==> src/include/amb_pkg.sv <==
// Constants, encodings and carrier types for the audio matrix board controller.
package amb_pkg;
  localparam int unsigned CLK_HZ        = 100_000_000;
  localparam int unsigned POR_TIME_US   = 10;
  localparam int unsigned POR_CYC       = POR_TIME_US * (CLK_HZ / 1_000_000);
  localparam int unsigned KBD_BAUD      = 9600;
  localparam int unsigned KBD_BIT_CYC   = CLK_HZ / KBD_BAUD;
  localparam int unsigned SCAN_READS    = 4;
  localparam logic [2:0]  DIV_SCAN_LAST = 3'h7;
  localparam logic [1:0]  DIV_TONE_LAST = 2'h3;
  localparam logic [8:0]  XP_LAST       = 9'h1ff;
  localparam int unsigned IN_W          = 24;
  localparam int unsigned PWR_BIT       = 24;
  localparam logic [7:0]  HOST_BASE_ALL_ON = 8'hd0;
  // Mailbox layout.
  localparam logic [7:0]  MB_SIG        = 8'h00;
  localparam logic [7:0]  MB_CMD_FLAG   = 8'h10;
  localparam logic [7:0]  MB_CMD_ARG    = 8'h11;
  localparam logic [7:0]  MB_RESULT     = 8'h20;
  localparam logic [7:0]  MB_LEVEL      = 8'h30;
  localparam logic [7:0]  MB_KEY        = 8'h31;
  localparam logic [7:0]  MB_KEY_FLAG   = 8'h32;
  localparam logic [7:0]  MB_IN_STATE   = 8'h40;
  localparam logic [7:0]  MB_IN_CHANGE  = 8'h43;
  // Signature bytes; the values are arbitrary.
  localparam logic [7:0]  SIG_BYTE0     = 8'h5a;
  localparam logic [7:0]  SIG_BYTE1     = 8'h01;
  localparam logic [7:0]  CMD_XPOINT    = 8'h01;
  localparam logic [7:0]  CMD_TONE      = 8'h02;
  localparam logic [7:0]  RES_OK        = 8'h80;
  localparam logic [7:0]  RES_BAD       = 8'h81;
  // APB register byte offsets.
  localparam logic [11:0] REG_STATUS    = 12'h000;
  localparam logic [11:0] REG_TONE      = 12'h004;
  localparam logic [11:0] REG_LEVEL     = 12'h008;
  localparam logic [7:0]  TONE_DIV_RST  = 8'h10;

  typedef enum logic [4:0] {
    ST_POR      = 5'h00,
    ST_SCAN_INI = 5'h01,
    ST_MEM_CLR  = 5'h02,
    ST_SIG_WR   = 5'h03,
    ST_PWR_CHK  = 5'h04,
    ST_IDLE     = 5'h05,
    ST_SCAN_SVC = 5'h06,
    ST_KEY_WR   = 5'h07,
    ST_LVL_WR   = 5'h08,
    ST_CMD_POLL = 5'h09,
    ST_CMD_ARGS = 5'h0a,
    ST_CMD_EXEC = 5'h0b,
    ST_XP_DRIVE = 5'h0c,
    ST_XP_STB   = 5'h0d,
    ST_XP_ADV   = 5'h0e,
    ST_RESULT   = 5'h0f,
    ST_PWR_WAIT = 5'h10
  } amb_state_e;

  typedef struct packed {
    logic [2:0] chip;
    logic [2:0] x;
    logic [2:0] y;
    logic       on;
    logic       stb;
  } amb_xp_s;

  typedef struct packed {
    logic [31:0] prdata;
    logic        pready;
    logic        pslverr;
  } amb_apb_rsp_s;
endpackage

==> src/core/amb_ctrl.sv <==
// Audio matrix board controller: host mailbox, matrix driver, scanner, keyboard, level and tone.
`timescale 1ns/1ps

// How it works
// - decode only while read or write strobe
// - wait only on decode plus controller access
// - ready line low stalls, else high
// - host data path is eight bits
// - window base set by switches, D000
// - poll command flag, fetch and execute
// - write results, then interrupt the host
// - drive coordinates and state, then strobe
// - three-bit X and Y, one closes
// - matrix lines quiet unless update needed
// - invert inputs, scanner flags any change
// - compare scan with stored groups, report changes
// - inverted keyboard serial at 9600 baud
// - copy level readings into the mailbox
// - tone divides the divided clock programmably
// - divide by eight scan, four tone
// - power-on reset waits a fixed delay
// - startup reads scanner several times
// - startup clears mailbox, writes signature
// - startup opens all crosspoints if powered
// - after init, poll and service everything
// - on far power loss wait, clear, restore
module amb_ctrl
  import amb_pkg::*;
#(
  parameter int unsigned KBD_BIT_CYC_P = KBD_BIT_CYC
) (
  input  wire logic          ref_clk,
  input  wire logic          rstn,
  input  wire logic [11:0]   paddr,
  input  wire logic          psel,
  input  wire logic          penable,
  input  wire logic          pwrite,
  input  wire logic [31:0]   pwdata,
  output amb_apb_rsp_s       apb_rsp,
  input  wire logic [19:0]   host_addr,
  input  wire logic          host_rd_n,
  input  wire logic          host_wr_n,
  input  wire logic [7:0]    host_wdata,
  output logic      [7:0]    host_rdata,
  output logic               host_data_oe,
  output logic               host_ready,
  output logic               host_irq,
  input  wire logic [7:0]    base_sw,
  output amb_xp_s            xp,
  input  wire logic [IN_W-1:0] ext_in_raw,
  input  wire logic          power_ind_raw,
  input  wire logic          kbd_line,
  input  wire logic [7:0]    level_data,
  input  wire logic          level_valid,
  output logic               tone_out
);

  if (KBD_BIT_CYC_P < 4 || KBD_BIT_CYC_P > 65535) begin : g_chk
    $error("KBD_BIT_CYC_P out of range");
  end

  typedef struct packed {
    amb_state_e  st;
    logic [15:0] por_cnt;
    logic [8:0]  cnt;
    logic [2:0]  div_cnt;
    logic [24:0] scan_cur;
    logic        scan_irq;
    logic [24:0] snap;
    logic [24:0] prev;
    amb_xp_s     xp;
    logic        single;
    logic        pass;
    logic        restore_req;
    logic [7:0]  code;
    logic [31:0] args;
    logic [7:0]  res;
    logic [7:0]  host_rdata;
    logic        host_oe;
    logic        host_rdy;
    logic        host_irq;
    logic [7:0]  tone_div;
    logic        tone_en;
    logic [7:0]  tone_cnt;
    logic        tone_out;
    logic        kb_busy;
    logic [15:0] kb_cnt;
    logic [3:0]  kb_bit;
    logic [7:0]  kb_sh;
    logic [7:0]  kb_byte;
    logic        kb_new;
    logic [7:0]  lvl_byte;
    logic        lvl_pend;
    amb_apb_rsp_s apb;
  } amb_st_s;

  localparam logic [15:0] BIT_LAST  = 16'(KBD_BIT_CYC_P - 1);
  localparam logic [15:0] HALF_LAST = 16'((KBD_BIT_CYC_P / 2) - 1);
  localparam logic [15:0] POR_LAST  = 16'(POR_CYC - 1);

  function automatic logic [7:0] grp(input logic [24:0] v, input logic [1:0] i);
    logic [7:0] r;
    r = 8'h00;
    unique case (i)
      2'h0: r = v[7:0];
      2'h1: r = v[15:8];
      2'h2: r = v[23:16];
      default: r = 8'h00;
    endcase
    return r;
  endfunction

  logic [1:0]  rst_sync;
  logic        rst_n_s;
  amb_st_s     s;
  amb_st_s     n;
  logic [7:0]  mb_mem [256];
  logic        xp_map [512];
  logic        cw_en;
  logic [7:0]  cw_addr;
  logic [7:0]  cw_data;
  logic        cr_en;
  logic [7:0]  cr_addr;
  logic [7:0]  cr_data;
  logic        xw_en;
  logic [8:0]  xw_idx;
  logic        xw_val;
  logic        host_sel;
  logic        ctrl_acc;
  logic        hw_en;
  logic        scan_tick;
  logic [24:0] scan_in;
  logic        kb_rx;
  logic [7:0]  base_hi;
  logic [8:0]  xp_idx;
  logic        kb_done;

  always_ff @(posedge ref_clk or negedge rstn) begin
    if (!rstn) begin
      rst_sync <= 2'h0;
    end else begin
      rst_sync <= {rst_sync[0], 1'b1};
    end
  end
  assign rst_n_s = rst_sync[1];

  always_comb begin
    n       = s;
    cw_en   = 1'b0;
    cw_addr = 8'h00;
    cw_data = 8'h00;
    cr_en   = 1'b0;
    cr_addr = 8'h00;
    xw_en   = 1'b0;
    xw_idx  = 9'h000;
    xw_val  = 1'b0;
    xp_idx  = 9'h000;
    kb_done = 1'b0;
    n.div_cnt = s.div_cnt + 3'h1;
    scan_tick = (s.div_cnt == DIV_SCAN_LAST);
    scan_in = ~{power_ind_raw, ext_in_raw};
    if (scan_tick) begin
      n.scan_cur = scan_in;
      if (scan_in != s.scan_cur) begin
        n.scan_irq = 1'b1;
      end
    end
    if (!s.tone_en) begin
      n.tone_out = 1'b0;
      n.tone_cnt = 8'h00;
    end else if (s.div_cnt[1:0] == DIV_TONE_LAST) begin
      if (s.tone_cnt >= s.tone_div) begin
        n.tone_cnt = 8'h00;
        n.tone_out = ~s.tone_out;
      end else begin
        n.tone_cnt = s.tone_cnt + 8'h01;
      end
    end
    kb_rx = ~kbd_line;
    if (!s.kb_busy) begin
      if (!kb_rx) begin
        n.kb_busy = 1'b1;
        n.kb_cnt  = 16'h0000;
        n.kb_bit  = 4'h0;
      end
    end else if ((s.kb_bit == 4'h0) ? (s.kb_cnt == HALF_LAST) : (s.kb_cnt == BIT_LAST)) begin
      n.kb_cnt = 16'h0000;
      n.kb_bit = s.kb_bit + 4'h1;
      if (s.kb_bit == 4'h0) begin
        n.kb_busy = ~kb_rx;
      end else if (s.kb_bit == 4'h9) begin
        n.kb_busy = 1'b0;
        if (kb_rx) begin
          n.kb_byte = s.kb_sh;
          n.kb_new  = 1'b1;
          kb_done   = 1'b1;
        end
      end else begin
        n.kb_sh = {kb_rx, s.kb_sh[7:1]};
      end
    end else begin
      n.kb_cnt = s.kb_cnt + 16'h0001;
    end
    if (level_valid) begin
      n.lvl_byte = level_data;
    end
    unique case (s.st)
      ST_POR: begin
        n.por_cnt = s.por_cnt + 16'h0001;
        if (s.por_cnt == POR_LAST) begin
          n.st  = ST_SCAN_INI;
          n.cnt = 9'h000;
        end
      end
      ST_SCAN_INI: begin
        if (scan_tick) begin
          n.prev     = scan_in;
          n.scan_irq = 1'b0;
          n.cnt      = s.cnt + 9'h001;
          if (s.cnt == 9'(SCAN_READS - 1)) begin
            n.st  = ST_MEM_CLR;
            n.cnt = 9'h000;
          end
        end
      end
      ST_MEM_CLR: begin
        cw_en   = 1'b1;
        cw_addr = s.cnt[7:0];
        xw_en   = 1'b1;
        xw_idx  = s.cnt;
        n.cnt   = s.cnt + 9'h001;
        if (s.cnt == XP_LAST) begin
          n.st  = ST_SIG_WR;
          n.cnt = 9'h000;
        end
      end
      ST_SIG_WR: begin
        cw_en   = 1'b1;
        cw_addr = MB_SIG + s.cnt[7:0];
        cw_data = s.cnt[0] ? SIG_BYTE1 : SIG_BYTE0;
        n.cnt   = s.cnt + 9'h001;
        if (s.cnt[0]) begin
          n.st = ST_PWR_CHK;
        end
      end
      ST_PWR_CHK: begin
        n.cnt         = 9'h000;
        n.single      = 1'b0;
        n.pass        = 1'b0;
        n.restore_req = 1'b0;
        n.st          = s.prev[PWR_BIT] ? ST_XP_DRIVE : ST_IDLE;
      end
      ST_IDLE: begin
        n.cnt = 9'h000;
        if (s.scan_irq) begin
          n.snap     = s.scan_cur;
          n.scan_irq = scan_tick && (scan_in != s.scan_cur);
          n.st       = ST_SCAN_SVC;
        end else if (s.kb_new) begin
          n.st = ST_KEY_WR;
        end else if (s.lvl_pend) begin
          n.st = ST_LVL_WR;
        end else begin
          n.st = ST_CMD_POLL;
        end
      end
      ST_SCAN_SVC: begin
        cw_en = 1'b1;
        if (s.cnt < 9'h003) begin
          cw_addr = MB_IN_STATE + s.cnt[7:0];
          cw_data = grp(s.snap, s.cnt[1:0]);
        end else begin
          cw_addr = MB_IN_CHANGE + s.cnt[7:0] - 8'h03;
          cw_data = grp(s.snap ^ s.prev, 2'(s.cnt - 9'h003));
        end
        n.cnt = s.cnt + 9'h001;
        if (s.cnt == 9'h005) begin
          n.prev = s.snap;
          n.st   = (s.prev[PWR_BIT] && !s.snap[PWR_BIT]) ? ST_PWR_WAIT : ST_IDLE;
        end
      end
      ST_KEY_WR: begin
        cw_en   = 1'b1;
        cw_addr = s.cnt[0] ? MB_KEY_FLAG : MB_KEY;
        cw_data = s.cnt[0] ? 8'h01 : s.kb_byte;
        n.cnt   = s.cnt + 9'h001;
        if (s.cnt[0]) begin
          n.kb_new = kb_done;
          n.st     = ST_IDLE;
        end
      end
      ST_LVL_WR: begin
        cw_en      = 1'b1;
        cw_addr    = MB_LEVEL;
        cw_data    = s.lvl_byte;
        n.lvl_pend = 1'b0;
        n.st       = ST_IDLE;
      end
      ST_CMD_POLL: begin
        cr_en   = 1'b1;
        cr_addr = MB_CMD_FLAG;
        n.code  = cr_data;
        n.st    = (cr_data != 8'h00) ? ST_CMD_ARGS : ST_IDLE;
      end
      ST_CMD_ARGS: begin
        cr_en   = 1'b1;
        cr_addr = MB_CMD_ARG + s.cnt[7:0];
        n.args  = {cr_data, s.args[31:8]};
        n.cnt   = s.cnt + 9'h001;
        if (s.cnt == 9'h003) begin
          n.st = ST_CMD_EXEC;
        end
      end
      ST_CMD_EXEC: begin
        n.res = RES_BAD;
        n.st  = ST_RESULT;
        n.cnt = 9'h000;
        if (s.code == CMD_XPOINT) begin
          if (s.args[7:3] == 5'h00 && s.args[15:11] == 5'h00 && s.args[23:19] == 5'h00
              && s.args[31:25] == 7'h00) begin
            n.res    = RES_OK;
            n.single = 1'b1;
            n.pass   = 1'b1;
            n.st     = ST_XP_DRIVE;
            xw_en    = 1'b1;
            xw_idx   = {s.args[2:0], s.args[10:8], s.args[18:16]};
            xw_val   = s.args[24];
          end
        end else if (s.code == CMD_TONE) begin
          n.res      = RES_OK;
          n.tone_div = s.args[7:0];
          n.tone_en  = s.args[8];
        end
      end
      ST_XP_DRIVE: begin
        xp_idx = s.single ? {s.args[2:0], s.args[10:8], s.args[18:16]} : s.cnt;
        if (!s.single && s.pass && !xp_map[s.cnt]) begin
          n.st = ST_XP_ADV;
        end else begin
          n.xp.chip = xp_idx[8:6];
          n.xp.x    = xp_idx[5:3];
          n.xp.y    = xp_idx[2:0];
          n.xp.on   = s.pass && (s.single ? s.args[24] : 1'b1);
          n.st      = ST_XP_STB;
        end
      end
      ST_XP_STB: begin
        n.xp.stb = 1'b1;
        n.st     = ST_XP_ADV;
      end
      ST_XP_ADV: begin
        n.xp.stb = 1'b0;
        n.cnt    = s.cnt + 9'h001;
        if (s.single) begin
          n.single = 1'b0;
          n.cnt    = 9'h000;
          n.st     = ST_RESULT;
        end else if (s.cnt != XP_LAST) begin
          n.st = ST_XP_DRIVE;
        end else if (s.restore_req && !s.pass) begin
          n.pass = 1'b1;
          n.st   = ST_XP_DRIVE;
        end else begin
          n.restore_req = 1'b0;
          n.st          = ST_IDLE;
        end
      end
      ST_RESULT: begin
        cw_en   = 1'b1;
        cw_addr = s.cnt[0] ? MB_CMD_FLAG : MB_RESULT;
        cw_data = s.cnt[0] ? 8'h00 : s.res;
        n.cnt   = s.cnt + 9'h001;
        if (s.cnt[0]) begin
          n.host_irq = 1'b1;
          n.st       = ST_IDLE;
        end
      end
      ST_PWR_WAIT: begin
        if (s.scan_cur[PWR_BIT]) begin
          n.prev[PWR_BIT] = 1'b1;
          n.cnt           = 9'h000;
          n.single        = 1'b0;
          n.pass          = 1'b0;
          n.restore_req   = 1'b1;
          n.st            = ST_XP_DRIVE;
        end
      end
      default: n.st = ST_POR;
    endcase
    if (level_valid) begin
      n.lvl_pend = 1'b1;
    end
    base_hi  = base_sw ^ ~HOST_BASE_ALL_ON;
    host_sel = (!host_rd_n || !host_wr_n) && (host_addr[19:12] == base_hi);
    ctrl_acc = cw_en || cr_en;
    n.host_rdy = !(host_sel && ctrl_acc);
    hw_en = host_sel && !host_wr_n && !ctrl_acc;
    n.host_oe = host_sel && !host_rd_n;
    if (host_sel && !host_rd_n && !ctrl_acc) begin
      n.host_rdata = mb_mem[host_addr[7:0]];
      if (host_addr[7:0] == MB_RESULT && s.st != ST_RESULT) begin
        n.host_irq = 1'b0;
      end
    end
    n.apb.pready  = psel && !penable;
    n.apb.pslverr = 1'b0;
    if (psel && !penable) begin
      n.apb.pslverr = !(paddr == REG_STATUS || paddr == REG_TONE || paddr == REG_LEVEL);
      unique case (paddr)
        REG_STATUS: n.apb.prdata = {24'h000000, s.st, s.prev[PWR_BIT], s.scan_irq, s.host_irq};
        REG_TONE:   n.apb.prdata = {23'h000000, s.tone_en, s.tone_div};
        REG_LEVEL:  n.apb.prdata = {24'h000000, s.lvl_byte};
        default:    n.apb.prdata = 32'h00000000;
      endcase
    end
    if (psel && penable && s.apb.pready && pwrite && paddr == REG_TONE) begin
      n.tone_div = pwdata[7:0];
      n.tone_en  = pwdata[8];
    end
  end

  assign cr_data = mb_mem[cr_addr];

  always_ff @(posedge ref_clk) begin
    if (cw_en) begin
      mb_mem[cw_addr] <= cw_data;
    end else if (hw_en) begin
      mb_mem[host_addr[7:0]] <= host_wdata;
    end
    if (xw_en) begin
      xp_map[xw_idx] <= xw_val;
    end
  end

  always_ff @(posedge ref_clk or negedge rst_n_s) begin
    if (!rst_n_s) begin
      s          <= '0;
      s.st       <= ST_POR;
      s.host_rdy <= 1'b1;
      s.tone_div <= TONE_DIV_RST;
    end else begin
      s <= n;
    end
  end

  assign xp           = s.xp;
  assign apb_rsp      = s.apb;
  assign host_rdata   = s.host_rdata;
  assign host_data_oe = s.host_oe;
  assign host_ready   = s.host_rdy;
  assign host_irq     = s.host_irq;
  assign tone_out     = s.tone_out;

endmodule

==> config.mk <==
export PLATFORM = sky130hd
export DESIGN_NAME = amb_ctrl
export DESIGN_NICKNAME = d
export VERILOG_FILES = /design/src/include/amb_pkg.sv /design/src/core/amb_ctrl.sv
export SDC_FILE = /design/constraint.sdc
export NUM_CORES = 2
export LEC_CHECK = 0
export BUFFER_PORTS_ARGS = -buffer_cell sky130_fd_sc_hd__buf_2
export CAP_MARGIN = 20
export CORE_MARGIN = 3
export CORE_UTILIZATION = 40
export DETAILED_ROUTE_END_ITERATION = 8
export HOLD_SLACK_MARGIN = 0.05
export PLACE_DENSITY_LB_ADDON = 0.15
export SLEW_MARGIN = 5
export SYNTH_ARGS = -nofsm -noshare
export SYNTH_HDL_FRONTEND = slang
export SYNTH_SLANG_ARGS = --single-unit
==> constraint.sdc <==
create_clock -name ref_clk -period 10.75 [get_ports ref_clk]
set_clock_uncertainty 0.1 [all_clocks]
set_input_delay 0.5375 -clock ref_clk [delete_from_list [all_inputs] [get_ports ref_clk]]
set_output_delay 0.5375 -clock ref_clk [all_outputs]
set_load 0.02 [all_outputs]
---- After elaboration in Yosys (flattened, before gate mapping) ----
Memories as Yosys holds them, arrays and structs flattened. A register that Yosys moved wholly into a read port is not among the register bits.
Index checks and enable logic that the tools add are counted.
storage, ports and cells
  flip-flop bits (word level) ............. 275
  RAM bits ................................ 2560
  input bits .............................. 122
  output and inout bits ................... 57
  word-level logic and storage cells ...... 319
  memories ................................ 2
operators by class
  add/sub/neg operators ................... 11
  magnitude comparators ................... 2
  equality and inequality tests ........... 57
  muxes and demuxes ....................... 123
  bitwise gates (word level) .............. 8
  reductions and logical operators ........ 77
memories
  memory  words  bits a word  read ports  clocked after Yosys merged registers in  write ports  RTL line         source
  mb_mem  256    8            2           1                                        1            amb_ctrl.sv:117  logic [7:0] mb_mem [256];
  xp_map  512    1            1           0                                        1            amb_ctrl.sv:118  logic xp_map [512];
operators with widths
  cell                                           number
  two-way mux 9 bit                              17
  case mux 5 bit (16 select lines)               1
  case mux 8 bit (5 select lines)                2
  two-way mux 8 bit                              9
  two-way mux 5 bit                              14
  two-way mux 21 bit                             3
  case mux 9 bit (7 select lines)                1
  two-way mux 25 bit                             2
  case mux 24 bit (2 select lines)               1
  case mux 8 bit (3 select lines)                2
  two-way mux 1 bit                              45
  == test 5 x 4 -> 1 bit, second input constant  8
  adder 16 x 1 -> 16 bit, second input constant  2
  != test 2 bit, second input constant           14
  case mux 9 bit (3 select lines)                1
  two-way mux 26 bit                             1
  != test 25 bit                                 1
  inverter 25 bit                                1
  bitwise XOR 24 bit                             1
  logical AND 1 bit                              21
  == test 5 x 3 -> 1 bit, second input constant  4
  logical NOT 5 bit                              4
  case mux 9 bit (2 select lines)                1
  two-way mux 17 bit                             1
  other kinds (66)                               121

---- Longest topological paths before layout ----
  word-level depth ........................ 11
  gate-level depth with buffers ........... 23

---- Worst setup path after synthesis ----
Ideal clock, no wire load.
  kind .................................... reg2reg
  start ................................... register s[155] (netlist bit)
  end ..................................... memory xp_map[0], data pin
  setup time .............................. 1.545 ns
  arrival time ............................ 7.745 ns
  setup slack ............................. 1.360 ns
  stages on the path, launching flop included .. 5
  period minus slack after synthesis ...... 9.390 ns
  cells stage by stage .................... dfrtp_1 -> or4_1 -> nor3_1 -> nor2b_1 -> and3_1
between the ends
  longest elaborated chain between the ends .. 3
RTL lines
  what                      RTL line         source
  start: declaration        amb_ctrl.sv:115  amb_st_s s;
  start signal: assignment  amb_ctrl.sv:442  s <= n;
  == test 8 x 1 -> 1 bit    amb_ctrl.sv:318  if (s.code == CMD_XPOINT) begin
  two-way mux 1 bit         amb_ctrl.sv:318
  two-way mux 1 bit         amb_ctrl.sv:207  unique case (s.st)
  via xw_val                amb_ctrl.sv:127  logic xw_val;
  end: declaration          amb_ctrl.sv:118
The timed path passes the listed nets, and every way through them passes these cells.

---- Final worst setup path ----
  start ................................... register s[251] (netlist bit)
  end ..................................... register s[276] (netlist bit)
between the ends
  longest elaborated chain between the ends .. 6
  elaborated cells on any way between the ends .. 23
  those cells by class .................... add/sub (1); eq/ne (10); mux (6); reduce/logical (4); memory (2)
RTL lines
  what                              RTL line         source
  adder 5 x 8 -> 8 bit              amb_ctrl.sv:307  cr_addr = MB_CMD_ARG + s.cnt[7:0];
  case mux 8 bit (2 select lines)   amb_ctrl.sv:207
  memory read (256 x 8 bit)         --
  nonzero test 8 bit                amb_ctrl.sv:303  n.st = (cr_data != 8'h00) ? ST_CMD_ARGS : ST_IDLE;
  two-way mux 4 bit                 amb_ctrl.sv:303
  case mux 5 bit (16 select lines)  amb_ctrl.sv:207
Parallel ways exist; a longest one is shown, timed or not.
A chain may end at the register's enable or synchronous reset.

==> summary.md <==
| Metric | Value |
|---|---|
| Row count | 211 |
| Count of different cell masters after synthesis | 104 |
| Worst Hold Class | input port to register |
| Max stage delay on crit path | 0.88 ns |
| Fillers | 29.26k |
| IO Count | 179 |
| Die Span Y | 585.1 um |
| Critical path endpoint category | register |
| PD cells | 152.6 nW/um2 |
| Number of global-route vias before repair | 88.95k |
| Post-DP HPWL | 320800 um |
| CTS tree | built |
| H-tree depth | 5 |
| Post-layout net count | 9405 |
| Count leader, synth | edfxtp_1 |
| Crit path time final | 7.525 ns |
| Starting density of the core | 40.39% |
| Number of synthesized flops with an enable pin | 2560 |
| # port buffers | 128 |
| RSZ-0062 raised after global routing | no |
| Async S/R FF share, synth | 9.026% |
| Setup tns final | 0 ns |
| CP most frequent cell | buf_4 |
| Max_slew headroom | 2.530% |
| 1st-iter DRT viols | 13.43k |
| Vias per cell | 6.580 |
| Worst-margin pin slew | 1.441 ns |
| Syn-to-layout area delta | 11.92% |
| Clock buffer depth | 4 |
| Remaining global-route overflow | 0 |
| Post-synth top cells | 2560 x edfxtp_1, 1111 x nor2_1, 858 x mux4_2 |
| Ys Warns | 0 |
| Final setup vio count | 0 |
| Pre-antenna DRT Iters | 9 |
| Via count | 91.44k |
| Status | complete, no violations |
| Antenna violations before repair | 48 |
| Core Area | 332100 um2 |
| Final wirelength | 510900 um |
| Wire per inst | 36.76 um |
| CTS Sinks | 2814 |
| Mapped Cells | 9273 |
| Cell Chain, Critical Path | ha_1, buf_4, nand3_1, xnor2_2, buf_4, a21oi_1, buf_4, nor2_2, buf_4, and3_1, or4_1, nand3_1, a2bb2oi_1, o2111ai_1, or3_1, a21oi_1 |
| Data arrival time of the critical path | 8.29 ns |
| Final hold slack | 0.1203 ns |
| Inserted Clock Buffers | 316 |
| First-pass GRT wire length | 705000 um |
| Pwr Total | 0.02290 W |
| Placer Congestion | 0.9535 |
| Critical path class | register to register |
| Fraction of layout cells with a size suffix above 1 | 20.57% |
| Worst EP required | 11.52 ns |
| CP max-delay cell | dfrtp_4 |
| Syn Area/Cell | 14.46 um2 |
| Die Area | 342300 um2 |
| Post-CTS sizing | 0 |
| Final critical-path share of the clock period | 70.00% |
| Post-CTS setup buffers | 0 |
| Leak | 51.96 nW |
| Synth top area share | 57.31% |
| Leading area contributor after synthesis | edfxtp_1 |
| Max-capacitance violation count | 0 |
| Netlist Area Pre-Place | 134100 um2 |
| Final ANT Viol Nets | 0 |
| Slew Limit Fails | 0 |
| Worst VDD drop | 0.1200 mV |
| Clock edge transition at the registers on the reported setup and hold paths | 0.06 ns |
| Worst-Skew Late Latency | 0.95 ns |
| Final Hold Vio Count | 0 |
| Startpoint types | register |
| #FFs+latches synth | 2814 |
| Final core occ | 45.20% |
| Clk Tree Root Cell | clkbuf_16 |
| Post-synth top flop | edfxtp_1 |
| CP max FO | 33 |
| Top cells by area, synth | edfxtp_1 57%, mux4_2 14%, dfrtp_1 4.7% |
| DR DRC count | 0 |
| Total track usage | 29.15% |
| Largest net degree at the start of global routing | 321 |
| Die width | 585.1 um |
| F_max | 132.9 MHz |
| Register area share after synthesis | 62.05% |
## worst paths after layout
kind,startpoint,end,slack (ns),cells after the start
setup / recovery,s[251]$_DFFE_PN0P_,s[276]$_DFFE_PN0P_,3.23,16
hold / removal,penable,s[91]$_DFFE_PN0P_,0.12,6
setup reg to reg,s[251]$_DFFE_PN0P_,s[276]$_DFFE_PN0P_,3.23,16
hold reg to reg,rst_sync[1]$_DFF_PN0_,s[85]$_DFFE_PN0P_,0.23,0
max in group asynchronous,rst_sync[1]$_DFF_PN0_,s[61]$_DFFE_PN0P_,8.97,1
min in group asynchronous,rst_sync[1]$_DFF_PN0_,s[85]$_DFFE_PN0P_,0.23,0
## sequential cells by signal (all words and copies together) (netlist names)
name and flops:
tone_out 1, xp_map 512, host_irq 1, host_ready 1, mb_mem 2048, rst_sync 2, host_data_oe 1, xp 11
s 218, apb_rsp 11, host_rdata 8
## power breakdown
part	internal (W)	total, W	switching, W
Combinational	0.000204	0.000497	0.000293
Clock	0.00599	0.0106	0.00458
Sequential	0.0118	0.0118	0.0000372
## worst max-delay path, delay by kind of cell (launching register included)
kind                       cells  cell delay, ns
AOI/OAI and AO/OA              4            1.70
xor gates and xnor gates       1            0.21
adders and majority gates      1            0.57
buffers and inverters          4            1.35
DFF                            1            0.88
and+or+nand+nor                6            2.53
## what timing repair did
| item | 4_1_cts | 5_1_grt |
|---|---|---|
| hold endpoints to repair | 86 | 0 |
| hold buffers | 67 | 0 |
| setup endpoints to repair | 0 | 0 |
## placed cells by master (no fill, tap or decap), drive strengths merged, types with 90 or more instances in the layout
cell type / n
nor2: 1114
o21ai: 426
o211ai: 101
dfrtp: 252
a211oi: 90
clkinv: 116
mux4: 858
buf: 424
clkbuf: 407
nand2: 691
o22ai: 105
mux2: 115
a21oi: 372
edfxtp: 2560
nand3: 140
a22oi: 96
o221ai: 145
mux2i: 264
nor3: 115
## kinds of logic (layout without fill, tap and decap cells)
kind of cell               Yosys count  count (layout)  synth area share (%)
DFF                               2814            2814                 62.05
and+or+nand+nor                   2396            2396                 7.710
AOI/OAI and AO/OA                 1805            1805                 8.988
muxes                             1237            1237                 17.34
buffers and inverters              909            1123                 3.076
xor gates and xnor gates            85              85                0.5914
adders and majority gates           25              25                0.2332
other                                2              46              0.005599
## area by class of cell
type	instances	area (um2)	area share (%)
Tap cell	4366	5463	3.639
Antenna cell	22	55.05	0.03667
Clock buffer	406	8361	5.569
Timing Repair Buffer	492	3936	2.622
Sequential cell	2814	83240	55.45
Inverter	62	242.7	0.1617
Clock inverter	163	1431	0.9535
Multi-Input combinational cell	5572	47380	31.56
## per-layer routing
metal | vias up | GRT usage (%) | routed length [um]
met5 | - | 0 | 229
met4 | 32 | 13.05 | 26170
met3 | 1191 | 8.477 | 60480
met2 | 5975 | 44.67 | 231000
met1 | 47490 | 38.49 | 193000
li1 | 36750 | - | -
## stage by stage
step / std cells / worst slack, ns / cell area, um2
floorplan: 9295 / 1.360 / 134200
global placement: 13210 / 3.386 / 139300
detailed placement: 13230 / 3.384 / 139400
CTS: 13860 / 3.391 / 149900
global route: 13880 / 3.225 / 150100
finish: 13900 / 3.225 / 150100
(Power assumes the default switching activity.)
